### src/core/dma_ctrl_pkg.sv
// Constants and types shared by the DMA channel control block
package dma_ctrl_pkg;

    // ----------------------------------------------------------------
    // Timing
    // ----------------------------------------------------------------
    localparam int CLK_PERIOD_NS = 10;
    localparam int DMA_CYCLE_NS = 30;
    // Least time, so round up; never below one cycle
    localparam int CYCLE_CLKS_RAW = (DMA_CYCLE_NS + CLK_PERIOD_NS - 1) / CLK_PERIOD_NS;
    localparam int CYCLE_CLKS = (CYCLE_CLKS_RAW < 1) ? 1 : CYCLE_CLKS_RAW;
    localparam logic [3:0] CYCLE_LAST = 4'(CYCLE_CLKS - 1);

    // ----------------------------------------------------------------
    // Request source select field in the pointers
    // ----------------------------------------------------------------
    localparam int SEL_LO = 16;
    localparam int SEL_HI = 17;
    localparam logic [1:0] SEL_EXT = 2'h0;
    localparam logic [1:0] SEL_SER0 = 2'h1;
    localparam logic [1:0] SEL_SER1 = 2'h2;
    localparam logic [1:0] SEL_RSVD = 2'h3;

    // ----------------------------------------------------------------
    // Reset values
    // ----------------------------------------------------------------
    localparam logic ENABLE_RST = 1'b0;
    localparam logic [1:0] SYNC_RST = 2'h0;

    typedef enum logic [1:0] {
        MODE_MEM_BURST = 2'b00,
        MODE_MEM_STEAL = 2'b01,
        MODE_MEM_IO = 2'b10,
        MODE_MMIO = 2'b11
    } xfer_mode_t;

    typedef enum logic [1:0] {
        S_IDLE = 2'b00,
        S_CYCLE = 2'b01
    } cycle_state_t;

endpackage : dma_ctrl_pkg

### src/core/byte_counter.sv
// Per-channel transfer byte counter; a loaded zero means a full 64 kB
module byte_counter
#(
    parameter int COUNT_W = 16
)
(
    input wire logic clk,
    input wire logic srst,
    input wire logic load,
    input wire logic [COUNT_W-1:0] load_value,
    input wire logic step,
    output logic [COUNT_W:0] remaining,
    output logic last
);
    logic [COUNT_W:0] remaining_q;
    logic [COUNT_W:0] remaining_d;

    initial
    begin
        if (COUNT_W < 1) $error("byte_counter: COUNT_W must be at least 1");
    end

    always_comb
    begin
        remaining_d = remaining_q;
        if (load)
        begin
            // Zero count is the largest transfer, not an empty one
            remaining_d = (load_value == '0) ? {1'b1, {COUNT_W{1'b0}}}
                                             : {1'b0, load_value};
        end
        else if (step && remaining_q != '0)
        begin
            remaining_d = remaining_q - {{COUNT_W{1'b0}}, 1'b1};
        end
    end

    always_ff @(posedge clk)
    begin
        if (srst)
            remaining_q <= '0;
        else
            remaining_q <= remaining_d;
    end

    assign remaining = remaining_q;
    assign last = (remaining_q == {{COUNT_W{1'b0}}, 1'b1});

endmodule : byte_counter

### src/core/dma_channel_control.sv
// Two-channel DMA control: enables, guards, master enable, arbitration, request select
//
// Behaviour
// - Cleared channel enable stops that channel's transfers
// - Enable runs channel; guard gates software writes
// - Memory burst uninterruptible; other modes yield between cycles
// - NMI clears master at once; the current cycle still completes
// - Writing enable one also sets master enable
// - External request only when select bits zero
// - Source bits 17:16 pick receive-full request source
// - Target bits 17:16 pick transmit-empty request source
// - Channel 1 ignored during channel 0 memory transfer
// - Zero byte count transfers full 64 kB
module dma_channel_control
    import dma_ctrl_pkg::*;
#(
    parameter int ADDR_W = 20,
    parameter int COUNT_W = 16
)
(
    input wire logic clk,
    input wire logic srst,
    input wire logic cpu_wr,
    input wire logic wr_chan_zero_on,
    input wire logic wr_chan_one_on,
    input wire logic wr_write_guard,
    input wire logic wr_chan_one_write_guard,
    input wire logic nmi,
    input wire logic ext_request_zero,
    input wire logic receive_full_flag0,
    input wire logic receive_full_flag1,
    input wire logic transmit_empty_flag0,
    input wire logic transmit_empty_flag1,
    input wire logic chan_one_request,
    input wire dma_ctrl_pkg::xfer_mode_t chan_zero_mode,
    input wire logic chan_zero_io_is_source,
    input wire logic [ADDR_W-1:0] source_pointer,
    input wire logic [ADDR_W-1:0] target_pointer,
    input wire logic [COUNT_W-1:0] count_zero,
    input wire logic [COUNT_W-1:0] count_one,
    input wire logic cpu_bus_request,
    output logic chan_zero_on,
    output logic chan_one_on,
    output logic master_on,
    output logic dma_cycle,
    output logic cycle_chan,
    output logic cycle_end,
    output logic cpu_bus_grant
);
    import dma_ctrl_pkg::*;

    initial
    begin
        if (ADDR_W <= SEL_HI) $error("dma_channel_control: ADDR_W too small");
        if (COUNT_W < 1) $error("dma_channel_control: COUNT_W too small");
    end

    // ----------------------------------------------------------------
    // Pin synchronisers: three stages, change accepted when 2 and 3 agree
    // ----------------------------------------------------------------
    logic [2:0] nmi_s_q;
    logic [2:0] ext_s_q;
    logic nmi_f_q;
    logic nmi_f_d;
    logic ext_f_q;
    logic ext_f_d;
    logic nmi_evt;

    always_comb
    begin
        nmi_f_d = (nmi_s_q[1] == nmi_s_q[2]) ? nmi_s_q[2] : nmi_f_q;
        ext_f_d = (ext_s_q[1] == ext_s_q[2]) ? ext_s_q[2] : ext_f_q;
    end

    always_ff @(posedge clk)
    begin
        if (srst)
        begin
            nmi_s_q <= '0;
            ext_s_q <= '0;
            nmi_f_q <= 1'b0;
            ext_f_q <= 1'b0;
        end
        else
        begin
            nmi_s_q <= {nmi_s_q[1:0], nmi};
            ext_s_q <= {ext_s_q[1:0], ext_request_zero};
            nmi_f_q <= nmi_f_d;
            ext_f_q <= ext_f_d;
        end
    end

    // Edge-triggered: a held NMI must not keep master enable pinned low
    assign nmi_evt = nmi_f_d & ~nmi_f_q;

    // ----------------------------------------------------------------
    // Channel 0 request source select
    // ----------------------------------------------------------------
    logic [1:0] ch0_sel;
    logic ch0_io_req;
    logic ch0_request;
    logic ch0_is_mem;

    always_comb
    begin
        // Bit 18 and above play no part in the choice
        ch0_sel = chan_zero_io_is_source ? source_pointer[SEL_HI:SEL_LO]
                                         : target_pointer[SEL_HI:SEL_LO];
        case (ch0_sel)
            // Pin honoured only with both select bits clear
            SEL_EXT: ch0_io_req = ext_f_q;
            SEL_SER0: ch0_io_req = chan_zero_io_is_source ? receive_full_flag0
                                                          : transmit_empty_flag0;
            SEL_SER1: ch0_io_req = chan_zero_io_is_source ? receive_full_flag1
                                                          : transmit_empty_flag1;
            default: ch0_io_req = 1'b0;
        endcase
        ch0_is_mem = (chan_zero_mode == MODE_MEM_BURST) || (chan_zero_mode == MODE_MEM_STEAL);
        // Memory-to-memory needs no peripheral request
        ch0_request = ch0_is_mem ? 1'b1 : ch0_io_req;
    end

    // ----------------------------------------------------------------
    // Enables and cycle engine
    // ----------------------------------------------------------------
    cycle_state_t state_q;
    cycle_state_t state_d;
    logic [3:0] tick_q;
    logic [3:0] tick_d;
    logic chan_q;
    logic chan_d;
    logic de0_q;
    logic de0_d;
    logic de1_q;
    logic de1_d;
    logic dme_q;
    logic dme_d;
    logic end_q;
    logic end_d;
    logic cyc_last;
    logic ch0_ready;
    logic ch1_ready;
    logic ch0_memmem_active;
    logic burst_hold;
    logic may_start;
    logic start;
    logic load0;
    logic load1;
    logic [COUNT_W:0] rem0;
    logic [COUNT_W:0] rem1;
    logic last0;
    logic last1;
    logic fin0;
    logic fin1;

    assign cyc_last = (state_q == S_CYCLE) && (tick_q == CYCLE_LAST);
    assign fin0 = cyc_last && !chan_q && last0;
    assign fin1 = cyc_last && chan_q && last1;
    // Guard bit low lets this write change the enable
    assign load0 = cpu_wr && !wr_write_guard && wr_chan_zero_on;
    assign load1 = cpu_wr && !wr_chan_one_write_guard && wr_chan_one_on;

    always_comb
    begin
        // Disabled channels never request
        ch0_ready = de0_q && dme_q && ch0_request;
        ch0_memmem_active = de0_q && dme_q && ch0_is_mem;
        // Channel 1 ignored while channel 0 moves memory
        ch1_ready = de1_q && dme_q && chan_one_request && !ch0_memmem_active;
        // Burst memory transfers keep the bus against the CPU
        burst_hold = ch0_memmem_active && (chan_zero_mode == MODE_MEM_BURST);
        may_start = (ch0_ready || ch1_ready) && (burst_hold || !cpu_bus_request);
        start = may_start && ((state_q == S_IDLE) || (cyc_last && !fin0 && !fin1));

        state_d = state_q;
        tick_d = tick_q;
        chan_d = chan_q;
        end_d = cyc_last;
        // A started cycle always runs to its end, NMI or not
        if (start)
        begin
            state_d = S_CYCLE;
            tick_d = '0;
            chan_d = !ch0_ready;
        end
        else if (cyc_last)
        begin
            state_d = S_IDLE;
            tick_d = '0;
        end
        else if (state_q == S_CYCLE)
        begin
            tick_d = tick_q + 4'h1;
        end

        de0_d = de0_q;
        de1_d = de1_q;
        dme_d = dme_q;
        if (fin0) de0_d = 1'b0;
        if (fin1) de1_d = 1'b0;
        if (cpu_wr && !wr_write_guard) de0_d = wr_chan_zero_on;
        if (cpu_wr && !wr_chan_one_write_guard) de1_d = wr_chan_one_on;
        // Writing a channel enable to one restarts the master
        if (load0 || load1) dme_d = 1'b1;
        // NMI takes precedence over a simultaneous restart
        if (nmi_evt) dme_d = 1'b0;
    end

    always_ff @(posedge clk)
    begin
        if (srst)
        begin
            state_q <= S_IDLE;
            tick_q <= '0;
            chan_q <= 1'b0;
            end_q <= 1'b0;
            // Nothing runs before software sets up a channel
            de0_q <= ENABLE_RST;
            de1_q <= ENABLE_RST;
            dme_q <= ENABLE_RST;
        end
        else
        begin
            state_q <= state_d;
            tick_q <= tick_d;
            chan_q <= chan_d;
            end_q <= end_d;
            de0_q <= de0_d;
            de1_q <= de1_d;
            dme_q <= dme_d;
        end
    end

    byte_counter #(.COUNT_W(COUNT_W)) u_count_zero (
        .clk(clk),
        .srst(srst),
        .load(load0),
        .load_value(count_zero),
        .step(cyc_last && !chan_q),
        .remaining(rem0),
        .last(last0)
    );

    byte_counter #(.COUNT_W(COUNT_W)) u_count_one (
        .clk(clk),
        .srst(srst),
        .load(load1),
        .load_value(count_one),
        .step(cyc_last && chan_q),
        .remaining(rem1),
        .last(last1)
    );

    assign chan_zero_on = de0_q;
    assign chan_one_on = de1_q;
    assign master_on = dme_q;
    assign dma_cycle = (state_q == S_CYCLE);
    assign cycle_chan = chan_q;
    assign cycle_end = end_q;
    assign cpu_bus_grant = cpu_bus_request && (state_q == S_IDLE);
endmodule : dma_channel_control

### config.mk
export PLATFORM = sky130hd
export DESIGN_NAME = dma_channel_control
export DESIGN_NICKNAME = d
export VERILOG_FILES = /design/src/core/dma_ctrl_pkg.sv /design/src/core/byte_counter.sv /design/src/core/dma_channel_control.sv
export SDC_FILE = /design/constraint.sdc
export NUM_CORES = 1
export LEC_CHECK = 0
export BUFFER_PORTS_ARGS = -buffer_cell sky130_fd_sc_hd__buf_2
export CAP_MARGIN = 20
export CORE_MARGIN = 2
export CORE_UTILIZATION = 50
export CTS_BUF_LIST = sky130_fd_sc_hd__clkbuf_8
export DETAILED_ROUTE_END_ITERATION = 12
export HOLD_SLACK_MARGIN = 0.06
export PLACE_DENSITY = 0.78
export RECOVER_POWER = 25
export SLEW_MARGIN = 20
export SYNTH_ARGS = -nofsm -noshare
export SYNTH_HDL_FRONTEND = slang
export SYNTH_SLANG_ARGS = --single-unit
### constraint.sdc
create_clock -name clk -period 2.9 [get_ports clk]
set_input_delay 0.435 -clock clk [delete_from_list [all_inputs] [get_ports clk]]
set_output_delay 0.435 -clock clk [all_outputs]
set_load 0.01 [all_outputs]
==> results of run 1 <==
final timing paths:
path	start	endpoint	slack, ns	cells after the start
worst max-delay path	u_count_one.remaining[9]	u_count_one.remaining[2]	0.38	5
worst min register to register	ext_s_q[0]	ext_s_q[1]	0.44	1
worst max register to register	u_count_one.remaining[9]	u_count_one.remaining[2]	0.38	5
worst min-delay path	ext_request_zero	ext_s_q[0]	0.35	2
state kept, by name, summed over array words and instances (netlist names):
signal and flops:
master_on 1, ext_f_q 1, cycle_chan 1, cycle_end 1, tick_q 4, state_q 1, ext_s_q 3, nmi_f_q 1
u_count_zero.remaining 17, chan_one_on 1, nmi_s_q 3, chan_zero_on 1, u_count_one.remaining 17
metrics by stage:
step / instances / utilization / hold WS, ns / worst slack, ns
after global routing: 503 / 0.596 / 0.355 / 0.287
final: 503 / 0.596 / 0.345 / 0.382
after CTS: 503 / 0.597 / 0.336 / 0.424
after detailed placement: 495 / 0.582 / 0.431 / 0.470
after global placement: 495 / 0.582 / 0.419 / 0.485
after floorplan: 370 / - / 0.414 / 0.618
power by group through the flow:
stage | logic (W) | clock network (W) | registers [W]
final | 0.000309 | 0.000434 | 0.000773
after global routing | 0.000339 | 0.000467 | 0.000777
after global placement | 0.000294 | 0 | 0.000787
after floorplan | 0.000210 | 0 | 0.000782
after detailed placement | 0.000300 | 0 | 0.000788
after CTS | 0.000304 | 0.000446 | 0.000772
cell families after synthesis:
group,share of synthesized area
AND/OR/NAND/NOR,0.281
AO/OA/AOI/OAI,0.247
adder cells (fa/ha/maj),0.0325
XOR/XNOR,0.0484
multiplexers,0.00975
flip-flops,0.338
buffers and inverters,0.0435
cell usage after synthesis (all sizes together) (2+ instances only):
master / n / area [µm²]
dfxtp: 52 / 1040
nor2: 39 / 146
nand2: 26 / 97.6
nor3: 20 / 100
a211oi: 19 / 148
a21oi: 14 / 70.1
inv: 14 / 52.6
o21ai: 14 / 85.1
nor4: 13 / 87.6
clkbuf: 12 / 45.0
o211ai: 10 / 75.1
or4: 9 / 71.3
xnor2: 9 / 78.8
ha: 8 / 100
nand4: 8 / 50.1
nor2b: 8 / 50.1
xor2: 8 / 70.1
a22o: 7 / 61.3
nand3: 7 / 35.0
o2111ai: 7 / 67.6
o31ai: 7 / 52.6
or3: 7 / 43.8
a311oi: 6 / 52.6
buf: 5 / 36.3
nand3b: 4 / 30.0
a221oi: 3 / 26.3
and2: 3 / 18.8
and3: 3 / 18.8
mux2i: 3 / 30.0
or4b: 3 / 33.8
a2111oi: 2 / 30.0
a21o: 2 / 15.0
a31o: 2 / 17.5
nor4b: 2 / 17.5
o21a: 2 / 15.0
worst reg2reg max path, delay by kind of cell (launching register included):
family          cells  cell delay, ns
simple gates        3            1.30
compound gates      2            0.67
flops               1            0.36
layout make-up:
class | count | area, µm²
Fill cell | 545 | 2390
Inverter | 14 | 52.6
Sequential cell | 52 | 1040
Clock buffer | 6 | 82.6
Tap cell | 75 | 93.8
Clock inverter | 2 | 10.0
Timing Repair Buffer | 67 | 343
Multi-Input combinational cell | 287 | 1900
metal layers:
| layer | vias to the layer above | wire [µm] | part of all wire | track usage |
|---|---|---|---|---|
| li1 | 1523 | - | - | - |
| met1 | 1451 | 3670 | 0.46 | 0.324 |
| met2 | 131 | 3530 | 0.45 | 0.382 |
| met3 | 15 | 567 | 0.072 | 0.0543 |
| met4 | 0 | 131 | 0.017 | 0.0750 |
| met5 | - | 0 | 0 | 0 |
==> results_dict.tcl, run 1 <==
set metrics [dict create \
    via_count 3120 \
    drtPass1Iterations 4 \
    power_density_nw_per_um2 430 \
    tritoncts "yes" \
    critical_path_required_ns 3.03 \
    seqPwrFrac 0.510 \
    cts-resized-gates 0 \
    swShare 0.303 \
    die_area_um2 6800 \
    start_util 0.520 \
    syn_avg_cell_area_um2 8.32 \
    skew_ns 0.0168 \
    clock_path_buffers 2 \
    gr-total-overflow 0 \
    layout_commonest_cell "buf_2" \
    drv_slew 37 \
    viasPerCell 6.20 \
    p_clk_frac 0.286 \
    endpoint_kind "register" \
    cts_buffers 5 \
    coreArea_um2 5920 \
    tightest_slew_ns 1.83 \
    place.detailed.hpwl_um 5820 \
    startpoint_type "register" \
    ios 97 \
    crit_buf_inv 0 \
    outcome "complete, but fails checks" \
    dpl-instance-area_um2 3440 \
    async_flop_share 0 \
    syn2layout_area_growth_pct 14.5 \
    cp_slowest_stage_delay_ns 0.63 \
    die_w_um 82.5 \
    synth_nets 468 \
    path_max_fanout 11 \
    gp_congestion 0.872 \
    crit_chain "or4_4, or4b_4, o21a_1, a211oi_1, nor4_1" \
    clk_latency_ns 0.31 \
    grt_antenna_before_repair 0 \
    power_w 0.00152 \
    netlist-cell-type-count 57 \
    rows 28 \
    drc_errors 0 \
    tns_ns 0 \
    slowest_stage "or4b_4" \
    io_buffers 60 \
    most-common-layout-cells "55 x buf_2, 52 x dfxtp_1, 39 x nor2_1" \
    total_leakage_power_nw 1.35 \
    grt_pass1_vias 2739 \
    drive_above_1_share 0.189 \
    ir_drop_mv 0.279 \
    worst_ep_arrival_time_ns 2.65 \
    maxSlewHeadroom -0.218 \
    ctsHoldBuffers 0 \
    cts_setup_buffers 0 \
    layout.nets 525 \
    drt_iter0_drc 253 \
    violations "max-capacitance violations, max-slew violations" \
    drtAntennaViolNets 0 \
    antenna_cells 0 \
    design_area_um2 3530 \
    syn_inst 370 \
    comb_power_share 0.204 \
    grt_pass1_wl_um 12700 \
    p_int_w 0.00106 \
    synth_edf_count 0 \
    synth_area_um2 3080 \
    min_period_ns 2.52 \
    min_path_type "in2reg" \
    p_sw_w 0.000459 \
    cts.root.buffer_cell "clkbuf_8" \
    synthFlopType "dfxtp_1" \
    htree_levels 2 \
    routed_wl_um 7890 \
    wl_per_cell_um 15.7 \
    hold_viol 0 \
    drv_cap 1 \
    ys_warn_count 0 \
    seq_area_frac_synth 0.338 \
    clkTransAtPathRegs_ns 0.10 \
    grt_usage 0.241 \
    fmax_mhz 397 \
    finalSetupViolations 0 \
    fin_crit_sh 0.868 \
    grt_max_degree 37 \
    clock_sinks 52 \
    ys_ff_latch 52 \
    die_height_um 82.5 \
    crit_type "reg2reg" \
    grt_setup_unrepaired "no" \
    path_delay_family "simple AND/OR/NAND/NOR gates" \
]
No activity file was read; power rests on OpenSTA's default activity.
==> run 2: changes to the inputs <==
--- a/config.mk
+++ b/config.mk
@@ -11,6 +11,7 @@
 export CORE_UTILIZATION = 50
 export CTS_BUF_LIST = sky130_fd_sc_hd__clkbuf_8
 export DETAILED_ROUTE_END_ITERATION = 12
+export GPL_TIMING_DRIVEN = 0
 export HOLD_SLACK_MARGIN = 0.06
 export PLACE_DENSITY = 0.78
 export RECOVER_POWER = 25
==> run 2 against run 1 <==
Effect of this change:
- combinational power grew 5%
- clock-buffer cell count is the same
- non-clock buffer count grew 9
- fmax grew 1.6%
- register-to-register slack gained 0.04 ns
- the flow now finishes without violations
- largest power group unchanged
- power grew 2.1%
- clock skew grew 0.0049 ns
- via count grew 5.4%
- critical endpoint is now u_count_one.remaining[13]
- cell area grew 0.82%
==> results_dict.tcl, run 2 (synthesis gave the netlist of run 1 again) <==
set metrics [dict create \
    crit_buf_inv 1 \
    ios 97 \
    min_from "nmi" \
    drt_iter0_drc 252 \
    power_density_nw_per_um2 435 \
    drtAntennaViolNets 0 \
    htree_levels 2 \
    worst_ep_arrival_time_ns 2.71 \
    grt_antenna_before_repair 0 \
    fmax_mhz 404 \
    holdPathEnd "nmi_s_q[0]" \
    total_leakage_power_nw 1.35 \
    outcome "completed" \
    worst-r2r-cell-count 6 \
    most-common-layout-cells "56 x buf_2, 52 x dfxtp_1, 39 x nor2_1" \
    finalSetupViolations 0 \
    dp_cells 504 \
    viasPerCell 6.42 \
    ctsHoldBuffers 0 \
    min_path_type "in2reg" \
    crit_type "reg2reg" \
    layout_commonest_cell "buf_2" \
    r2r-start "u_count_one.remaining[9]" \
    die_area_um2 6800 \
    drc_errors 0 \
    grt_pass1_vias 2894 \
    gr-total-overflow 0 \
    clk_latency_ns 0.32 \
    place.detailed.hpwl_um 6620 \
    r2r_setup_slack_ns 0.42 \
    skew_ns 0.0218 \
    path_max_fanout 9 \
    startpoint_type "register" \
    fin_crit_sh 0.854 \
    tns_ns 0 \
    finalCoreUtilization 0.601 \
    cts-resized-gates 0 \
    rows 28 \
    grt_usage 0.273 \
    worstReg2RegEnd "u_count_one.remaining[13]" \
    io_buffers 59 \
    drive_above_1_share 0.176 \
    drv_slew 0 \
    drv_cap 0 \
    drtPass1Iterations 5 \
    layout.cells.non_filler 512 \
    layout.nets 534 \
    clock_path_buffers 2 \
    critical_path_required_ns 3.13 \
    coreArea_um2 5920 \
    endpoint_kind "register" \
    min_period_ns 2.48 \
    hold_viol 0 \
    die_height_um 82.5 \
    routed_wl_um 8930 \
    tightest_slew_ns 0.768 \
    cp_slowest_stage_delay_ns 0.59 \
    antenna_cells 0 \
    nFillCells 558 \
    grt_setup_unrepaired "no" \
    start_util 0.520 \
    cts_buffers 5 \
    via_count 3289 \
    syn2layout_area_growth_pct 15.5 \
    gp_congestion 0.940 \
    power_w 0.00155 \
    maxSlewHeadroom 0.487 \
    grt_pass1_wl_um 14300 \
    cts_setup_buffers 0 \
    grt_max_degree 16 \
    path_delay_family "simple AND/OR/NAND/NOR gates" \
    cts.root.buffer_cell "clkbuf_8" \
    min_path_cells 2 \
    clkTransAtPathRegs_ns 0.12 \
    clock_sinks 52 \
    wl_per_cell_um 17.4 \
    ir_drop_mv 0.296 \
    crit_chain "or4_4, or4b_4, buf_6, o21ai_4, o21ai_1, a2111oi_2" \
    slowest_stage "or4_4" \
    tritoncts "yes" \
    die_w_um 82.5 \
]
run 2: cell count changes in the layout (fill, tap and decap cells not counted), sizes merged:
cell / previous run / this run
clkbuf: 12 / 24
inv: 14 / 15
buf: 61 / 58
clkinvlp: 0 / 1
clkinv: 2 / 0
run 2: layer usage:
layer  vias up  global-route usage  wire length [µm]
met4         0              0.0633               143
met3        15              0.0359               557
met5         -                   0                 0
met2       146               0.433              4020
li1       1549                   -                 -
met1      1579               0.394              4210
run 2: worst max path at each step:
stage | slack [ns] | depth (start not counted) | startpoint | endpoint
6_report | 0.42 | 6 | u_count_one.remaining[9] | u_count_one.remaining[13]
5_1_grt | 0.33 | 5 | u_count_zero.remaining[2] | u_count_zero.remaining[15]
4_1_cts | 0.44 | 7 | u_count_one.remaining[9] | u_count_one.remaining[1]
3_5_place_dp | 0.48 | 6 | u_count_one.remaining[9] | u_count_one.remaining[13]
3_3_place_gp | 0.53 | 7 | u_count_one.remaining[9] | u_count_one.remaining[1]
2_1_floorplan | 0.62 | 7 | u_count_one.remaining[9] | u_count_one.remaining[1]
run 2: where the power goes:
| part | switching [W] | internal [W] |
|---|---|---|
| clock network | 0.000256 | 0.000191 |
| registers | 0.0000321 | 0.000742 |
| logic | 0.000196 | 0.000129 |
run 2: layout make-up:
type	count	area [µm²]	area share
repair buffers	59	289	0.0813
inverters	14	52.6	0.0148
flip-flops and latches	52	1040	0.293
clock inverters	2	11.3	0.00317
well taps	75	93.8	0.0264
clock buffers	6	82.6	0.0232
multi-input cells	287	1900	0.536
plain buffers	17	81.3	0.0229
run 2: worst register-to-register path: cells and delay by family (launching register included):
kind / cells / cell delay [ns]
AND/OR/NAND/NOR: 2 / 1.12
AO/OA/AOI/OAI: 3 / 0.73
flip-flops: 1 / 0.37
buffers and inverters: 1 / 0.16
run 2: through the flow:
stage,setup WS [ns],hold slack [ns],area [µm²]
after floorplan,0.618,0.414,3080
after global placement,0.528,0.419,3470
after detailed placement,0.480,0.430,3470
after CTS,0.440,0.330,3560
after global routing,0.328,0.326,3560
final,0.422,0.334,3560
==> run 3: changes to the inputs <==
--- a/config.mk
+++ b/config.mk
@@ -8,12 +8,11 @@
 export BUFFER_PORTS_ARGS = -buffer_cell sky130_fd_sc_hd__buf_2
 export CAP_MARGIN = 20
 export CORE_MARGIN = 2
-export CORE_UTILIZATION = 50
+export CORE_UTILIZATION = 25
 export CTS_BUF_LIST = sky130_fd_sc_hd__clkbuf_8
 export DETAILED_ROUTE_END_ITERATION = 12
 export GPL_TIMING_DRIVEN = 0
 export HOLD_SLACK_MARGIN = 0.06
-export PLACE_DENSITY = 0.78
 export RECOVER_POWER = 25
 export SLEW_MARGIN = 20
 export SYNTH_ARGS = -nofsm -noshare
==> run 3 against run 2 <==
Effect of this change:
- sequential power is essentially flat
- hold slack lost 0.0015 ns
- core utilization shrank 30 points
- clock power shrank 4%
- cell area grew 2.5%
- critical endpoint is now u_count_one.remaining[5]
- clock-buffer cell count is the same
- worst setup slack lost 0.0029 ns
- sequential share of layout area shrank 0.70 points
==> results_dict.tcl, run 3 (synthesis gave the netlist of run 1 again) <==
set metrics [dict create \
    cts.root.buffer_cell "clkbuf_8" \
    swShare 0.305 \
    gp_congestion 0.872 \
    crit_type "reg2reg" \
    dpl-instance-area_um2 3560 \
    rows 40 \
    die_w_um 115 \
    clock_path_buffers 2 \
    r2r_setup_slack_ns 0.42 \
    crit_chain "or4_4, or4b_4, buf_6, o21ai_4, o21ai_1, a2111oi_2" \
    ios 97 \
    finalCoreUtilization 0.303 \
    multi_input_area_um2 1900 \
    grt_setup_unrepaired "no" \
    cts-resized-gates 0 \
    tightest_slew_ns 0.831 \
    place.detailed.hpwl_um 6960 \
    drive_above_1_share 0.176 \
    wl_per_cell_um 15.5 \
    io_buffers 59 \
    grt_max_degree 16 \
    antenna_cells 0 \
    via_count 3124 \
    drv_slew 0 \
    grt_usage 0.143 \
    total_leakage_power_nw 1.35 \
    p_clk_frac 0.282 \
    grt_antenna_before_repair 1 \
    endpoint_kind "register" \
    design_area_um2 3640 \
    ctsHoldBuffers 0 \
    clock_sinks 52 \
    drc_errors 0 \
    ff_latch_area_um2 1040 \
    worst_ep_arrival_time_ns 2.69 \
    startpoint_type "register" \
    viasPerCell 5.35 \
    tns_ns 0 \
    comb_power_share 0.211 \
    maxSlewHeadroom 0.438 \
    drt_iter0_drc 145 \
    htree_levels 2 \
    layout.nets 534 \
    drtAntennaViolNets 0 \
    seqPwrFrac 0.506 \
    grt_pass1_vias 2982 \
    fin_crit_sh 0.855 \
    nFillCells 1289 \
    layout_commonest_cell "buf_2" \
    cts_setup_buffers 0 \
    min_period_ns 2.48 \
    drtPass1Iterations 6 \
    dp_cells 576 \
    power_w 0.00153 \
    grt_pass1_wl_um 15000 \
    tritoncts "yes" \
    routed_wl_um 9080 \
    path_max_fanout 9 \
    ir_drop_mv 0.194 \
    fmax_mhz 403 \
    most-common-layout-cells "55 x buf_2, 52 x dfxtp_1, 39 x nor2_1" \
    slowest_stage "or4_4" \
    clk_latency_ns 0.31 \
    layout.cells.non_filler 584 \
    cts_buffers 5 \
    syn2layout_area_growth_pct 18.3 \
    p_sw_w 0.000466 \
    cp_slowest_stage_delay_ns 0.58 \
    hold_viol 0 \
    outcome "completed" \
    min_path_type "in2reg" \
    skew_ns 0.0119 \
    p_int_w 0.00106 \
    start_util 0.256 \
    crit_buf_inv 1 \
    die_height_um 115 \
    coreArea_um2 12000 \
    clkTransAtPathRegs_ns 0.09 \
    path_delay_family "simple AND/OR/NAND/NOR gates" \
    critical_path_required_ns 3.11 \
    finalSetupViolations 0 \
    gr-total-overflow 0 \
    drv_cap 0 \
    die_area_um2 13200 \
    power_density_nw_per_um2 419 \
]
## run 3: cell count changes in the layout (fill, tap and decap cells not counted)
cell | before | now
clkinv_2 | 0 | 2
buf_2 | 56 | 55
clkbuf_1 | 18 | 19
clkinvlp_4 | 1 | 0
inv_1 | 15 | 14
## run 3: cell type report
| class | count | share of cell area |
|---|---|---|
| inverter | 14 | 0.0144 |
| clock buffer | 6 | 0.0227 |
| tap | 147 | 0.0505 |
| sequential | 52 | 0.286 |
| clock inverter | 2 | 0.00275 |
| buffer | 17 | 0.0223 |
| timing repair buffer | 59 | 0.0790 |
| multi-input combinational | 287 | 0.523 |
## run 3: worst paths after layout
path / from / end / cells after the start
worst max-delay path: u_count_one.remaining[9] / u_count_one.remaining[5] / 6
worst min register to register: ext_s_q[0] / ext_s_q[1] / 1
worst min-delay path: nmi / nmi_s_q[0] / 2
worst max register to register: u_count_one.remaining[9] / u_count_one.remaining[5] / 6
## run 3: power by group through the flow
| stage | sequential [W] | combinational, W | clock [W] |
|---|---|---|---|
| 5_1_grt | 0.000778 | 0.000357 | 0.000484 |
| 4_1_cts | 0.000772 | 0.000321 | 0.000447 |
| 6_report | 0.000773 | 0.000323 | 0.000431 |
| 2_1_floorplan | 0.000782 | 0.000210 | 0 |
| 3_5_place_dp | 0.000788 | 0.000319 | 0 |
| 3_3_place_gp | 0.000787 | 0.000313 | 0 |
## run 3: worst register-to-register path: stages, from the launching register on
cell and delay [ns]:
dfxtp_1 0.36, or4_4 0.58, or4b_4 0.53, buf_6 0.16
o21ai_4 0.22, o21ai_1 0.13, a2111oi_2 0.39
## run 3: through the flow
step           hold WS (ns)  setup WS [ns]
5_1_grt               0.334          0.286
3_5_place_dp          0.427          0.439
4_1_cts               0.325          0.412
2_1_floorplan         0.414          0.618
6_report              0.332          0.420
3_3_place_gp          0.417          0.485
## run 3: metal layers
layer	up-vias	wire, µm	track usage
li1	1555	-	-
met1	1469	4130	0.185
met2	84	4270	0.234
met3	16	414	0.0242
met4	0	266	0.0635
met5	-	0	0
